`config.mk`:
```
export PLATFORM = sky130hd
export DESIGN_NAME = ofm_top
export DESIGN_NICKNAME = d
export VERILOG_FILES = /design/src/pkg/ofm_pkg.sv /design/src/pkg/ofm_mon_if.sv /design/src/rtl/ofm_freq_counter.sv /design/src/rtl/ofm_persist.sv /design/src/rtl/ofm_top.sv
export SDC_FILE = /design/constraint.sdc
export NUM_CORES = 1
export LEC_CHECK = 0
export CAP_MARGIN = 15
export CORE_ASPECT_RATIO = 0.9
export CORE_UTILIZATION = 40
export CTS_CLUSTER_DIAMETER = 40
export CTS_CLUSTER_SIZE = 40
export DETAILED_ROUTE_END_ITERATION = 10
export DONT_BUFFER_PORTS = 1
export GPL_TIMING_DRIVEN = 0
export PLACE_DENSITY_LB_ADDON = 0.15
export SLEW_MARGIN = 20
export SYNTH_ARGS = -nofsm -noshare
export SYNTH_HDL_FRONTEND = slang
export SYNTH_HIERARCHICAL = 1
export SYNTH_SLANG_ARGS = --single-unit
```
`constraint.sdc`:
```
create_clock -name sys_clk_i -period 2.96 [get_ports sys_clk_i]
set_input_delay 0 -clock sys_clk_i [delete_from_list [all_inputs] [get_ports sys_clk_i]]
set_output_delay 0 -clock sys_clk_i [all_outputs]
set_load 0.01 [all_outputs]
```
`src/pkg/ofm_pkg.sv`:
```
/*
 * ofm_pkg: constants shared by the oscillation frequency monitor design.
 * Assumes the register bus carries 32-bit byte addresses and 32-bit data.
 */
//----------------------------------------------------------------------
//----------------------------------------------------------------------

package ofm_pkg;

    localparam int ADDR_W = 32;
    localparam int DATA_W = 32;
    localparam int KEY_W = 8;
    localparam int LIMIT_W = 9;
    localparam int COUNT_W = 10;
    localparam int WINDOW_CYCLES = 128;
    localparam int WINDOW_W = 7;

    localparam logic [ADDR_W-1:0] ADDR_WRITE_PROTECT_KEY = 32'h4004_0800;
    localparam logic [ADDR_W-1:0] ADDR_DETECTION_CONTROL_KEY = 32'h4004_0804;
    localparam logic [ADDR_W-1:0] ADDR_LOWER_LIMIT_PLL_OFF = 32'h4004_0808;
    localparam logic [ADDR_W-1:0] ADDR_LOWER_LIMIT_PLL_ON = 32'h4004_080c;
    localparam logic [ADDR_W-1:0] ADDR_UPPER_LIMIT_PLL_OFF = 32'h4004_0810;
    localparam logic [ADDR_W-1:0] ADDR_UPPER_LIMIT_PLL_ON = 32'h4004_0814;
    localparam logic [ADDR_W-1:0] ADDR_MONITOR_STATUS = 32'h4004_0818;

    localparam logic [KEY_W-1:0] KEY_LOCK = 8'h06;
    localparam logic [KEY_W-1:0] KEY_UNLOCK = 8'hf9;
    localparam logic [KEY_W-1:0] CTRL_DISABLE = 8'h00;
    localparam logic [KEY_W-1:0] CTRL_ENABLE = 8'he4;

    localparam logic [LIMIT_W-1:0] RST_LOWER_PLL_OFF = 9'h01a;
    localparam logic [LIMIT_W-1:0] RST_LOWER_PLL_ON = 9'h0d1;
    localparam logic [LIMIT_W-1:0] RST_UPPER_PLL_OFF = 9'h028;
    localparam logic [LIMIT_W-1:0] RST_UPPER_PLL_ON = 9'h139;

    // status register bit positions
    localparam int STAT_FAULT = 0;
    localparam int STAT_ACTIVE = 1;
    localparam int STAT_PAIR_ON = 2;
    localparam int STAT_STOPPED = 3;
    localparam int STAT_COUNT_LSB = 16;

endpackage

```
`src/pkg/ofm_mon_if.sv`:
```
/*
 * ofm_mon_if: carries measurement windows and fault decisions between
 * the frequency counter, the persistence filter and the monitor top.
 * Assumes all three parties run on the same reference clock.
 */
`timescale 1ns/1ps
`default_nettype none

interface ofm_mon_if #(
    parameter int COUNT_W = 10
);
    logic run;
    logic win_done;
    logic [COUNT_W-1:0] win_count;
    logic bad;
    logic fault;

    modport counter (input run, output win_done, output win_count);
    modport persist (input run, input win_done, input bad, output fault);
    modport ctrl (output run, output bad, input win_done, input win_count, input fault);
endinterface

`default_nettype wire

```
`src/rtl/ofm_freq_counter.sv`:
```
/*
 * ofm_freq_counter: counts rising edges of the target clock divided by
 * four over fixed windows of reference clock cycles.
 * Assumes the divided target clock arrives asynchronously on a pin.
 */
`timescale 1ns/1ps
`default_nettype none

module ofm_freq_counter #(
    parameter int COUNT_W = 10
) (
    // clock and reset
    input wire logic sys_clk_i,
    input wire logic sys_rst_i,
    // divided target clock
    input wire logic target_div4_i,
    // measurement carrier
    ofm_mon_if.counter mon
);
    logic sync_a;
    logic sync_b;
    logic sync_prev;
    logic [ofm_pkg::WINDOW_W-1:0] win_cnt;
    logic [COUNT_W-1:0] edge_cnt;
    logic done;
    logic [COUNT_W-1:0] result;
    logic [ofm_pkg::WINDOW_W-1:0] next_win_cnt;
    logic [COUNT_W-1:0] next_edge_cnt;
    logic next_done;
    logic [COUNT_W-1:0] next_result;
    logic rise;

    //------------------------------------------------------------------
    // window counting
    //------------------------------------------------------------------
    // sampling at the reference rate bounds the measurable target rate;
    // the edge count saturates rather than wrapping into a false low
    always_comb begin
        rise = sync_b & ~sync_prev;
        next_win_cnt = win_cnt;
        next_edge_cnt = edge_cnt;
        next_done = 1'b0;
        next_result = result;
        if (!mon.run) begin
            next_win_cnt = '0;
            next_edge_cnt = '0;
        end else begin
            next_win_cnt = win_cnt + 1'b1;
            if (win_cnt == ofm_pkg::WINDOW_W'(ofm_pkg::WINDOW_CYCLES - 1)) begin
                next_done = 1'b1;
                next_result = edge_cnt + COUNT_W'(rise);
                if (rise && (&edge_cnt)) begin
                    next_result = edge_cnt;
                end
                next_edge_cnt = '0;
            end else if (rise && !(&edge_cnt)) begin
                next_edge_cnt = edge_cnt + 1'b1;
            end
        end
    end

    always_ff @(posedge sys_clk_i) begin
        sync_a <= target_div4_i;
        sync_b <= sync_a;
        if (sys_rst_i) begin
            sync_prev <= 1'b0;
            win_cnt <= '0;
            edge_cnt <= '0;
            done <= 1'b0;
            result <= '0;
        end else begin
            sync_prev <= sync_b;
            win_cnt <= next_win_cnt;
            edge_cnt <= next_edge_cnt;
            done <= next_done;
            result <= next_result;
        end
    end

    assign mon.win_done = done;
    assign mon.win_count = result;
endmodule

`default_nettype wire

```
`src/rtl/ofm_persist.sv`:
```
/*
 * ofm_persist: filters window verdicts so, while run is high, the fault only
 * changes state after the same verdict persists for a number of windows.
 * Assumes verdicts arrive with a one-cycle window-done pulse.
 */
`timescale 1ns/1ps
`default_nettype none

module ofm_persist #(
    parameter int PERSIST_WINDOWS = 4
) (
    // clock and reset
    input wire logic sys_clk_i,
    input wire logic sys_rst_i,
    // measurement carrier
    ofm_mon_if.persist mon
);
    localparam int CNT_W = $clog2(PERSIST_WINDOWS + 1);

    logic fault;
    logic [CNT_W-1:0] cnt;
    logic next_fault;
    logic [CNT_W-1:0] next_cnt;

    //------------------------------------------------------------------
    // persistence filter
    //------------------------------------------------------------------
    always_comb begin
        next_fault = fault;
        next_cnt = cnt;
        if (!mon.run) begin
            // suspended monitoring never holds or raises a fault
            next_fault = 1'b0;
            next_cnt = '0;
        end else if (mon.win_done) begin
            if (mon.bad != fault) begin
                if (cnt == CNT_W'(PERSIST_WINDOWS - 1)) begin
                    next_fault = mon.bad;
                    next_cnt = '0;
                end else begin
                    next_cnt = cnt + 1'b1;
                end
            end else begin
                // a single contrary window restarts the count
                next_cnt = '0;
            end
        end
    end

    always_ff @(posedge sys_clk_i) begin
        if (sys_rst_i) begin
            fault <= 1'b0;
            cnt <= '0;
        end else begin
            fault <= next_fault;
            cnt <= next_cnt;
        end
    end

    assign mon.fault = fault;
endmodule

`default_nettype wire

```
`src/rtl/ofm_top.sv`:
```
/*
 * ofm_top: oscillation frequency monitor with key-protected registers,
 * limit pair selection, mode gating and the monitor reset outputs.
 * Assumes sys_rst_i is the combined pin, power-on and supply-detect reset,
 * mode and pll inputs come from logic on sys_clk_i, and the divided
 * target clock arrives asynchronously.
 */
// Design decision made here: strobed register access.
`timescale 1ns/1ps
`default_nettype none

module ofm_top #(
    parameter int PERSIST_WINDOWS = 4
) (
    // clock and reset
    input wire logic sys_clk_i,
    input wire logic sys_rst_i,
    // register port
    input wire logic [ofm_pkg::ADDR_W-1:0] addr_i,
    input wire logic [ofm_pkg::DATA_W-1:0] wr_data_i,
    input wire logic wr_i,
    input wire logic rd_i,
    output logic [ofm_pkg::DATA_W-1:0] rd_data_o,
    // clock system state
    input wire logic target_div4_i,
    input wire logic pll_enable_i,
    input wire logic stop_mode_i,
    input wire logic warmup_i,
    // reset outputs
    output logic mon_reset_o,
    output logic io_hiz_o,
    output logic core_reset_o,
    output logic monitor_active_o
);
    logic [ofm_pkg::KEY_W-1:0] write_protect_key;
    logic [ofm_pkg::KEY_W-1:0] detection_control_key;
    logic [ofm_pkg::LIMIT_W-1:0] lower_limit_pll_off;
    logic [ofm_pkg::LIMIT_W-1:0] lower_limit_pll_on;
    logic [ofm_pkg::LIMIT_W-1:0] upper_limit_pll_off;
    logic [ofm_pkg::LIMIT_W-1:0] upper_limit_pll_on;
    logic force_off_pair;
    logic stopped;
    logic [ofm_pkg::COUNT_W-1:0] last_count;

    logic [ofm_pkg::KEY_W-1:0] next_write_protect_key;
    logic [ofm_pkg::KEY_W-1:0] next_detection_control_key;
    logic [ofm_pkg::LIMIT_W-1:0] next_lower_limit_pll_off;
    logic [ofm_pkg::LIMIT_W-1:0] next_lower_limit_pll_on;
    logic [ofm_pkg::LIMIT_W-1:0] next_upper_limit_pll_off;
    logic [ofm_pkg::LIMIT_W-1:0] next_upper_limit_pll_on;
    logic next_force_off_pair;
    logic next_stopped;
    logic [ofm_pkg::COUNT_W-1:0] next_last_count;
    logic [ofm_pkg::DATA_W-1:0] next_rd_data;
    logic next_mon_reset;
    logic next_io_hiz;
    logic next_core_reset;
    logic next_monitor_active;

    logic unlocked;
    logic enabled;
    logic limits_writable;
    logic [ofm_pkg::KEY_W-1:0] wr_byte;
    logic [ofm_pkg::LIMIT_W-1:0] wr_limit;
    logic pair_on;
    logic [ofm_pkg::LIMIT_W-1:0] act_lower;
    logic [ofm_pkg::LIMIT_W-1:0] act_upper;
    logic fault_rise;
    logic fault_prev;

    ofm_mon_if #(.COUNT_W(ofm_pkg::COUNT_W)) mon ();

    ofm_freq_counter #(
        .COUNT_W(ofm_pkg::COUNT_W)
    ) u_counter (
        .sys_clk_i(sys_clk_i),
        .sys_rst_i(sys_rst_i),
        .target_div4_i(target_div4_i),
        .mon(mon.counter)
    );

    ofm_persist #(
        .PERSIST_WINDOWS(PERSIST_WINDOWS)
    ) u_persist (
        .sys_clk_i(sys_clk_i),
        .sys_rst_i(sys_rst_i),
        .mon(mon.persist)
    );

    //------------------------------------------------------------------
    // detection gating and limit selection
    //------------------------------------------------------------------
    // the monitor's own reset is not fed back here, so detection keeps
    // running while it holds the chip in reset
    always_comb begin
        unlocked = (write_protect_key == ofm_pkg::KEY_UNLOCK);
        enabled = (detection_control_key == ofm_pkg::CTRL_ENABLE);
        limits_writable = unlocked && !enabled;
        mon.run = enabled && !stop_mode_i && !warmup_i;
        pair_on = pll_enable_i && !force_off_pair;
        act_lower = pair_on ? lower_limit_pll_on : lower_limit_pll_off;
        act_upper = pair_on ? upper_limit_pll_on : upper_limit_pll_off;
        // zero-extend limits to the count width for the comparison
        mon.bad = (mon.win_count == '0)
            || (mon.win_count < ofm_pkg::COUNT_W'(act_lower))
            || (mon.win_count > ofm_pkg::COUNT_W'(act_upper));
        fault_rise = mon.fault && !fault_prev;
    end

    //------------------------------------------------------------------
    // register writes
    //------------------------------------------------------------------
    always_comb begin
        wr_byte = wr_data_i[ofm_pkg::KEY_W-1:0];
        wr_limit = wr_data_i[ofm_pkg::LIMIT_W-1:0];
        next_write_protect_key = write_protect_key;
        next_detection_control_key = detection_control_key;
        next_lower_limit_pll_off = lower_limit_pll_off;
        next_lower_limit_pll_on = lower_limit_pll_on;
        next_upper_limit_pll_off = upper_limit_pll_off;
        next_upper_limit_pll_on = upper_limit_pll_on;
        if (wr_i) begin
            unique case (addr_i)
                ofm_pkg::ADDR_WRITE_PROTECT_KEY: begin
                    if (wr_byte == ofm_pkg::KEY_UNLOCK) begin
                        next_write_protect_key = ofm_pkg::KEY_UNLOCK;
                    end else begin
                        next_write_protect_key = ofm_pkg::KEY_LOCK;
                    end
                end
                ofm_pkg::ADDR_DETECTION_CONTROL_KEY: begin
                    if (unlocked && (wr_byte == ofm_pkg::CTRL_ENABLE
                            || wr_byte == ofm_pkg::CTRL_DISABLE)) begin
                        next_detection_control_key = wr_byte;
                    end
                end
                ofm_pkg::ADDR_LOWER_LIMIT_PLL_OFF: begin
                    if (limits_writable) begin
                        next_lower_limit_pll_off = wr_limit;
                    end
                end
                ofm_pkg::ADDR_LOWER_LIMIT_PLL_ON: begin
                    if (limits_writable) begin
                        next_lower_limit_pll_on = wr_limit;
                    end
                end
                ofm_pkg::ADDR_UPPER_LIMIT_PLL_OFF: begin
                    if (limits_writable) begin
                        next_upper_limit_pll_off = wr_limit;
                    end
                end
                ofm_pkg::ADDR_UPPER_LIMIT_PLL_ON: begin
                    if (limits_writable) begin
                        next_upper_limit_pll_on = wr_limit;
                    end
                end
                default: begin
                end
            endcase
        end
    end

    //------------------------------------------------------------------
    // register reads
    //------------------------------------------------------------------
    always_comb begin
        next_rd_data = '0;
        if (rd_i) begin
            unique case (addr_i)
                ofm_pkg::ADDR_WRITE_PROTECT_KEY:
                    next_rd_data = ofm_pkg::DATA_W'(write_protect_key);
                ofm_pkg::ADDR_DETECTION_CONTROL_KEY:
                    next_rd_data = ofm_pkg::DATA_W'(detection_control_key);
                ofm_pkg::ADDR_LOWER_LIMIT_PLL_OFF:
                    next_rd_data = ofm_pkg::DATA_W'(lower_limit_pll_off);
                ofm_pkg::ADDR_LOWER_LIMIT_PLL_ON:
                    next_rd_data = ofm_pkg::DATA_W'(lower_limit_pll_on);
                ofm_pkg::ADDR_UPPER_LIMIT_PLL_OFF:
                    next_rd_data = ofm_pkg::DATA_W'(upper_limit_pll_off);
                ofm_pkg::ADDR_UPPER_LIMIT_PLL_ON:
                    next_rd_data = ofm_pkg::DATA_W'(upper_limit_pll_on);
                ofm_pkg::ADDR_MONITOR_STATUS: begin
                    next_rd_data[ofm_pkg::STAT_FAULT] = mon_reset_o;
                    next_rd_data[ofm_pkg::STAT_ACTIVE] = monitor_active_o;
                    next_rd_data[ofm_pkg::STAT_PAIR_ON] = pair_on;
                    next_rd_data[ofm_pkg::STAT_STOPPED] = stopped;
                    next_rd_data[ofm_pkg::STAT_COUNT_LSB +: ofm_pkg::COUNT_W] = last_count;
                end
                default:
                    next_rd_data = '0;
            endcase
        end
    end

    //------------------------------------------------------------------
    // fault outputs and pair override
    //------------------------------------------------------------------
    always_comb begin
        next_last_count = last_count;
        next_stopped = stopped;
        if (mon.win_done) begin
            next_last_count = mon.win_count;
            next_stopped = (mon.win_count == '0);
        end
        if (!mon.run) begin
            next_stopped = 1'b0;
        end
        // the override drops only when software turns the pll off; a new
        // fault in the same cycle does not keep it set
        next_force_off_pair = force_off_pair;
        if (!pll_enable_i) begin
            next_force_off_pair = 1'b0;
        end
        if (fault_rise && pll_enable_i) begin
            next_force_off_pair = 1'b1;
        end
        next_mon_reset = mon.fault;
        next_io_hiz = mon.fault;
        // core logic is reset only while its clock still runs; with the
        // oscillator stopped it keeps the state it had at detection
        next_core_reset = mon.fault && !next_stopped;
        next_monitor_active = mon.run;
    end

    always_ff @(posedge sys_clk_i) begin
        if (sys_rst_i) begin
            write_protect_key <= ofm_pkg::KEY_LOCK;
            detection_control_key <= ofm_pkg::CTRL_DISABLE;
            lower_limit_pll_off <= ofm_pkg::RST_LOWER_PLL_OFF;
            lower_limit_pll_on <= ofm_pkg::RST_LOWER_PLL_ON;
            upper_limit_pll_off <= ofm_pkg::RST_UPPER_PLL_OFF;
            upper_limit_pll_on <= ofm_pkg::RST_UPPER_PLL_ON;
            force_off_pair <= 1'b0;
            stopped <= 1'b0;
            last_count <= '0;
            fault_prev <= 1'b0;
            rd_data_o <= '0;
            mon_reset_o <= 1'b0;
            io_hiz_o <= 1'b0;
            core_reset_o <= 1'b0;
            monitor_active_o <= 1'b0;
        end else begin
            write_protect_key <= next_write_protect_key;
            detection_control_key <= next_detection_control_key;
            lower_limit_pll_off <= next_lower_limit_pll_off;
            lower_limit_pll_on <= next_lower_limit_pll_on;
            upper_limit_pll_off <= next_upper_limit_pll_off;
            upper_limit_pll_on <= next_upper_limit_pll_on;
            force_off_pair <= next_force_off_pair;
            stopped <= next_stopped;
            last_count <= next_last_count;
            fault_prev <= mon.fault;
            rd_data_o <= next_rd_data;
            mon_reset_o <= next_mon_reset;
            io_hiz_o <= next_io_hiz;
            core_reset_o <= next_core_reset;
            monitor_active_o <= next_monitor_active;
        end
    end
endmodule

`default_nettype wire

```
Word level (Yosys, flattened, before mapping)
Index checks and enable logic that the tools add are counted.

Input bits: 72. Bits in latches: 0. Memories: 0. ROM bits: 0. RAM bits: 0. Bits in registers: 134.

Eq/ne operators: 15. Order comparisons: 2. Shift operators: 0. Mux-type cells: 13. Reductions and logical operators: 35. Bitwise operators: 5. Multiply operators: 0. $add $sub $neg: 4. Divide/modulo/power cells: 0.

Operator list (number): equality test 32 x 31 -> 1 bit, second input constant (7); equality test 8 bit, second input constant (4); one-hot mux 5 bit (6 select lines) (1); one-hot mux 4 bit (7 select lines) (1); 2-to-1 mux 9 bit (2); AND reduction 3 bit (6); adder 10 x 1 -> 10 bit (1); adder 10 x 1 -> 10 bit, second input constant (1); greater-than comparator 10 x 9 -> 1 bit (1); logical AND 1 bit (10); zero test 10 bit (1); less-than comparator 10 x 9 -> 1 bit (1); 2-to-1 mux 10 bit (1); AND reduction 10 bit (1); zero test 8 bit (1); 2-to-1 mux 8 bit (1); adder 7 x 1 -> 7 bit, second input constant (1); equality test 7 bit, second input constant (1); zero test 1 bit (7); 2-to-1 mux 3 bit (2); OR reduction 3 bit (2); 2-to-1 mux 1 bit (5); inverter 1 bit (4); AND reduction 2 bit (2); other kinds (7) (10).

Depth between registers and ports, before layout
Gate-level depths: netlist of the first run.

Word-level depth: 8. Gate-level depth with buffers: 12.

Modules after synthesis
The synthesis of the first run kept the hierarchy.

By module, submodules not included: ofm_top (area each 4134.0 um^2, cells each 429, times used 1); ofm_freq_counter (area each 1435.1 um^2, cells each 159, times used 1); ofm_persist (area each 197.7 um^2, cells each 21, times used 1).

Worst setup path before layout of the first run
OpenSTA, ideal clock, no wires.

Kind: register -> register. Start point: reg force_off_pair. End point: reg u_persist.cnt[0]. Slack: 329 ps. Cell stages (with the launch flop): 12. Path buffers: 2. Library setup time: 84 ps. Period minus slack after synthesis: 2631 ps. Required time: 2876 ps. Arrival: 2547 ps. Cell sequence: dfxtp_1 nand2b_1 buf_2 buf_2 mux2i_1 ha_1 a21o_1 a2111oi_0 o221ai_1 xor2_1 nand3_1 o31ai_2.

Word-level cells in the longest chain between the ends: 8. Elaborated cells on any way between the ends: 10. Classes of those cells: 2 x order compare; 1 x eq/ne; 3 x mux; 4 x reduce/logical.

RTL lines: start, declared (RTL line ofm_top.sv:41) `logic force_off_pair;`; start signal, assigned (RTL line ofm_top.sv:249) `force_off_pair <= next_force_off_pair;`; zero test 1 bit * (RTL line ofm_top.sv:100) `pair_on = pll_enable_i && !force_off_pair;`; logical AND 1 bit * (RTL line ofm_top.sv:100); 2-to-1 mux 9 bit (RTL line ofm_top.sv:101) `act_lower = pair_on ? lower_limit_pll_on : lower_limit_pll_off;`; less-than comparator 10 x 9 -> 1 bit (RTL line ofm_top.sv:105) `|| (mon.win_count < ofm_pkg::COUNT_W'(act_lower))`; logical OR 1 bit (RTL line ofm_top.sv:105); logical OR 1 bit * (RTL line ofm_top.sv:106) `|| (mon.win_count > ofm_pkg::COUNT_W'(act_upper));`; net mon.bad (RTL line ofm_mon_if.sv:15) `logic bad;`; inequality test 1 bit * (RTL line ofm_persist.sv:36) `if (mon.bad != fault) begin`; 2-to-1 mux 3 bit * (RTL line ofm_persist.sv:36); end signal, assigned (RTL line ofm_persist.sv:56) `cnt <= next_cnt;`; end, declared (RTL line ofm_persist.sv:21) `logic [CNT_W-1:0] cnt;`.

The timed path passes the listed nets; every way through them passes the cells marked *. A chain may end at the register's enable or synchronous reset.

Final worst setup path of the first run
Ends and elaborated chain as after synthesis.

==> metrics.txt, run 1 <==
outcome complete, no violations; Max-Cap Viols 0; Initial Util 0.410; synth unique cells 64; First-pass DRT Iterations 4; fin crit share 0.973; Congestion Overflow GR 0; clk slew on worst S/H paths around 0.060 ns; Synth Flop Type dfxtp_1; post-route minimum period ~2.9 ns; Finished Cell Area 0.00700 mm²; htree depth 4; Yosys reg bits around 120; Syn Area/Cell about 9.5 µm²; Seq/Total Area, Yosys 0.399; die width ~130 µm; clock tree root buffer cell clkbuf_16; Placed Cells around 810; Achievable Freq ~350 MHz; Peak VDD IR 419 µV; routed len/inst approximately 18 µm; CTS tree done; fin cells around 860; Critical Path RT 3.30 ns; CTS Buf Count 17; number of synthesized flops with an enable pin 0; hpwl dp ~11,000 µm; via count ~4,600; Yosys warnings 6; overall global routing resource usage 0.218; Post-Syn Area approximately 0.0058 mm²; startpoint types flip-flop; Synth Instances 609; Hold Crit Start sys_rst_i; Hold Fails Final Rpt 0; initial antenna violation count 1; slew margin rel. 0.518; chip height roughly 120 µm; CORE AREA about 0.014 mm²; CP arrival 3.22 ns; num rows 41; first-pass GRT wire length about 24,000 µm; Worst-Margin Slew 0.724 ns; nets 753; remaining antenna violation count 0; post-synth top area share 0.399; Clock Tree Buf Depth 2; I/O Buffers 0; residual DRC count 0; Inserted Diodes 0; full die area around 0.015 mm²; unrepaired setup endpoints after global routing true; vias in the first global route ~4,400; RD Place Congestion between 0.8 and 0.9; asr flop ratio synth 0; P per Cell Area 557 mW/mm²; worst skew pair latency 0.43 ns; CP Class reg2reg; Yosys top cell by area dfxtp_1; Synth-to-Final Area Change 21.3%; Worst Setup SP force_off_pair; kind of end point of the critical path flip-flop; Ports between 100 and 150; clock sinks roughly 120; Min-Delay Path Class in2reg; top post-synthesis cells by area dfxtp_1 (40%), mux2i_1 (12%), ha_1 (4.8%); final setup TNS 0 ns; Final setup viols 0; drt first-iter violations around 310; Vias/cell ~5.3; reg-to-reg critical path startpoint force_off_pair; Final Power slightly below 0.004 W; skew final 0.0111 ns; drt total wl around 15,000 µm; placed cell area 0.00605 mm²; largest net degree at the start of global routing 17; leakage power 2.85 nW; Max Transition Viols Final 0; crit-path max FO 5; layout cells sized above 1 0.146
-- power breakdown --
group	leakage, nW	internal [W]	switching (W)	total [W]
combinational	1.62	0.0000818	0.000104	0.000186
sequential	0.928	0.00155	0.000000577	0.00155
clock	0.305	0.00146	0.000700	0.00216
total	2.85	0.00309	0.000804	0.00390
-- routing by layer --
metal  vias to the layer above  GRT usage  routed length (µm)  part of all wire
met1                      2221      0.305                7410              0.48
met2                       109      0.317                6860              0.45
li1                       2270          -                   -                 -
met5                         -          0                  13           0.00085
met3                        18     0.0480                 843             0.055
met4                         2      0.104                 221             0.014
-- cells in the mapped netlist (all sizes together), types with 3 or more instances --
library cell  number
dfxtp            115
mux2i             72
nor2              70
nand2b            40
buf               31
a21oi             27
ha                22
nand2             22
o21ai             21
and2              16
nand4             14
clkbuf            13
nand3             12
or3               11
nor2b             10
inv                9
nor4               7
xor2               7
and3               6
and4               6
o211ai             6
a211oi             5
a21o               5
nor3               5
nor4b              5
a2bb2o             4
a311oi             4
mux2               4
mux4               4
a22oi              3
a31oi              3
nand3b             3
o31ai              3
-- repair_timing --
| action | 4_1_cts | 5_1_grt |
|---|---|---|
| hold buffers | 15 | 0 |
| pin swaps | 0 | 8 |
| endpoints found under the hold margin | 59 | 0 |
| cloned | 0 | 1 |
| gates resized for setup | 8 | 17 |
| setup endpoints to repair | 3 | 13 |
| buffers inserted | 0 | 4 |
-- metrics by stage --
| step | hold WS, ns | setup slack, ns | utilization |
|---|---|---|---|
| after global routing | 0.0353 | -0.0810 | 0.498 |
| final | 0.0192 | 0.0803 | 0.498 |
| after detailed placement | 0.0278 | -0.303 | 0.431 |
| after CTS | 0.00300 | 0.00305 | 0.488 |
| after global placement | 0.0278 | -0.233 | 0.431 |
| after floorplan | 0.0277 | 0.329 | - |
-- final timing paths --
kind | endpoint | slack, ns | cells after the start
max reg2reg | u_persist/cnt[0] | 0.08 | 12
min | lower_limit_pll_off[7] | 0.02 | 2
min reg2reg | u_counter/sync_b | 0.33 | 0
max | u_persist/cnt[0] | 0.08 | 12
-- layout by cell type, fill, tap and decap left out, types with 12 or more instances in the layout --
| cell | n |
|---|---|
| a21oi_1 | 26 |
| and2_1 | 16 |
| nand4_1 | 13 |
| nand2b_1 | 39 |
| dfxtp_1 | 114 |
| dlygate4sd3_1 | 15 |
| ha_1 | 22 |
| clkbuf_16 | 18 |
| buf_4 | 21 |
| clkbuf_1 | 13 |
| conb_1 | 13 |
| nand3_1 | 12 |
| mux2i_1 | 66 |
| nand2_1 | 22 |
| o21ai_0 | 19 |
| nor2_1 | 69 |
-- final cells by class --
| cell class | instances | area, µm² |
|---|---|---|
| Fill cell | 1342 | 7060 |
| Multi-Input combinational cell | 453 | 3310 |
| Sequential cell | 115 | 2300 |
| Clock buffer | 21 | 470 |
| Buffer | 43 | 273 |
| Tap cell | 193 | 241 |
| Timing Repair Buffer | 20 | 205 |
| Clock inverter | 10 | 155 |
| Inverter | 9 | 33.8 |
-- critical path: stages (launching register included) --
cell	delay [ns]
dfxtp_2	0.31
nand2b_4	0.16
buf_12	0.16
mux2i_4	0.18
ha_1	0.32
a211o_1	0.26
o211ai_1	0.08
a31oi_1	0.12
a2111oi_2	0.38
o221ai_4	0.18
xor2_1	0.23
nand3_1	0.16
o31ai_2	0.24
-- kinds of logic (layout without fill, tap and decap cells) --
| kind of cell | after synthesis | count (layout) | synth area share |
|---|---|---|---|
| other cells | 1 | 13 | 0.000650 |
| buf+inv | 53 | 103 | 0.0495 |
| mux | 80 | 80 | 0.148 |
| flops | 115 | 115 | 0.399 |
| xor+xnor | 9 | 9 | 0.0137 |
| fa+ha+maj | 22 | 22 | 0.0477 |
| simple gates | 235 | 235 | 0.231 |
| compound gates | 94 | 94 | 0.110 |
-- flip-flops by register name, summed over array words and instances, names as in the netlist, 2 cells and up --
register                 flops
detection_control_key        8
write_protect_key            2
lower_limit_pll_on           9
u_persist/cnt                3
last_count                  10
u_counter/mon.win_count     10
u_counter/edge_cnt          10
upper_limit_pll_on           9
u_counter/win_cnt            7
rd_data_o                   19
lower_limit_pll_off          9
upper_limit_pll_off          9
Note: power is estimated with default switching activity, not from simulation.
==> run 2: changes to the inputs <==
CORE_MARGIN = 1.5   (was unset)
CORE_UTILIZATION = 36   (was 40)
==> metrics.txt, run 2 (synthesized netlist as in run 1, its figures left out) <==
largest net degree at the start of global routing 17 (unchanged); Vias/cell 5.35 (about the same); Storage cell area 0.00230 mm² (about the same); initial antenna violation count 0 (-1); kind of end point of the critical path flip-flop; unrepaired setup endpoints after global routing true; First-pass DRT Iterations 5 (+1); M3 GR Usage 0.0496 (+0.00160); Peak VDD IR 401 µV (-4.4%); remaining antenna violation count 0 (unchanged); worst skew pair latency 0.42 ns (about the same); area occupied by multi-input gates 0.00328 mm² (-0.98%); P per Cell Area 556 mW/mm² (-0.26%); commonest non-fill, non-tap cells in the layout dfxtp_1 (115), nor2_1 (69), mux2i_1 (68); Biggest register rd_data_o; Max-Cap Viols 0 (unchanged); Worst-Margin Slew 0.712 ns (-0.0122 ns); CORE AREA 0.0155 mm² (+11%); hold path endpoint write_protect_key[2]; fin crit share 0.952 (-0.0213); CTS Buf Count 17 (unchanged); die width 136 µm (+6.1%); skew final 0.0168 ns (+0.00569 ns); hpwl dp 11,300 µm (+3.3%); Hold Fails Final Rpt 0 (unchanged); Worst R2R Path Depth 12 (unchanged); Critical Path RT 3.30 ns (about the same); Setup WS pre-CTS -0.328 ns (-0.0245 ns); Hold Path Depth 5 (+3); CP Class reg2reg; num rows 43 (+4.9%); slew margin rel. 0.524 (+0.00638); Finished Cell Area 0.00695 mm² (-0.61%); nets 755 (+0.27%); placed cell area 0.00606 mm² (+0.19%); clock tree root buffer cell clkbuf_16; Critical-path top delay cell a2111oi_2; crit path cell chain nand2b_4, buf_4, mux2i_1, ha_1, and4_1, o21ai_1, a31oi_1, a2111oi_2, o221ai_2, xor2_1, nand3_1, o31ai_2; first-pass GRT wire length 24,500 µm (+1.7%); Placed Cells 823 (+1.1%); Final WS setup 0.143 ns (+0.0632 ns); CP arrival 3.15 ns (-0.07 ns); most common cell after layout, fill and taps aside dfxtp_1; number of flip-flops in the largest register 19 (unchanged); residual DRC count 0 (unchanged); Achievable Freq 355 MHz (+2.2%); Final setup viols 0 (unchanged); htree depth 4 (unchanged); Buf/Inv on CP 1 (unchanged); Synth-to-Final Area Change 20.6%; reg-to-reg critical path startpoint force_off_pair; clk slew on worst S/H paths 0.05 ns (about the same); Max Transition Viols Final 0 (unchanged); fillers 1,463 (+9.0%); leakage power 2.84 nW (-0.45%); overall global routing resource usage 0.195 (-0.0235); Congestion Overflow GR 0 (unchanged); Hold Crit Start wr_data_i[2]; Initial Util 0.371 (-0.0394); outcome complete, no violations; post-route minimum period 2.82 ns (-0.0632 ns); Min-Delay Path Class in2reg; clock sinks 115 (unchanged); layout cells sized above 1 0.142 (-0.00362); fin cells 876 (+1.4%); drt total wl 15,900 µm (+3.4%); via count 4,684 (+1.4%); critical path's top delay family compound AO/OA/AOI/OAI gates; vias in the first global route 4,439 (+0.023%); I/O Buffers 0 (unchanged); crit-path max FO 5 (unchanged); CP peak stage delay 0.34 ns (-0.04 ns); chip height 123 µm (+6.2%); full die area 0.0168 mm² (+13%); met1 track demand over resource 0.268 (-0.0372); worst hold slack 0.0182 ns (-0.00104 ns); Crit Reg-Reg Endpoint u_persist/cnt[0]; Inserted Diodes 0 (unchanged); met2 Use GR 0.288 (-0.0292); Top Usage Layer GRT met2; routed len/inst 18.1 µm (+1.9%); drt first-iter violations 363 (+16%); reg-to-reg slack, setup 0.14 ns (+0.06 ns); Final Power 0.00386 W (-0.87%); CTS tree done; Ports 108 (unchanged); startpoint types flip-flop; Clock Tree Buf Depth 2 (unchanged); RD Place Congestion 0.893 (+3.7%)
## run 2: final cells by class
class | instances | area share
well taps | 202 | 0.0364
inverters | 9 | 0.00486
clock buffers | 24 | 0.0707
plain buffers | 44 | 0.0392
repair buffers | 21 | 0.0281
clock inverters | 8 | 0.0178
flip-flops and latches | 115 | 0.331
multi-input cells | 453 | 0.472
## run 2: worst max path at each step
stage | end | cells after the start | from
finish | u_persist/cnt[0] | 12 | force_off_pair
global route | u_persist/cnt[0] | 12 | force_off_pair
CTS | u_persist/cnt[0] | 12 | force_off_pair
detailed placement | u_persist/cnt[0] | 12 | force_off_pair
global placement | u_persist/cnt[0] | 12 | force_off_pair
floorplan | u_persist/cnt[0] | 11 | force_off_pair
## run 2: per-stage QoR
step | setup TNS (ns) | util
floorplan | 0 | -
global placement | -0.466 | 0.390
detailed placement | -0.803 | 0.390
CTS | 0 | 0.442
global route | -0.0359 | 0.447
finish | 0 | 0.447
## run 2: repair_timing
action,CTS,global route
buffers inserted,1,4
endpoints found under the hold margin,56,0
setup endpoints to repair,4,13
resized for setup,8,12
pin swaps,2,4
hold buffers,15,0
gates cloned,0,1
## run 2: worst min-delay path, delay by kind of cell
| family | cells | cell delay, ns |
|---|---|---|
| AND/OR/NAND/NOR | 4 | 0.29 |
| AO/OA/AOI/OAI | 1 | 0.11 |
## run 2: per-layer routing
layer  share of wire  up-vias
met1            0.49     2246
li1                -     2280
met3           0.055       21
met4           0.018        0
met5               0        -
met2            0.44      137
## run 2: report_power, final
| group | switching, W | internal, W | total [W] |
|---|---|---|---|
| registers | 0.000000572 | 0.00155 | 0.00155 |
| logic | 0.000105 | 0.0000783 | 0.000183 |
| clock network | 0.000720 | 0.00141 | 0.00213 |
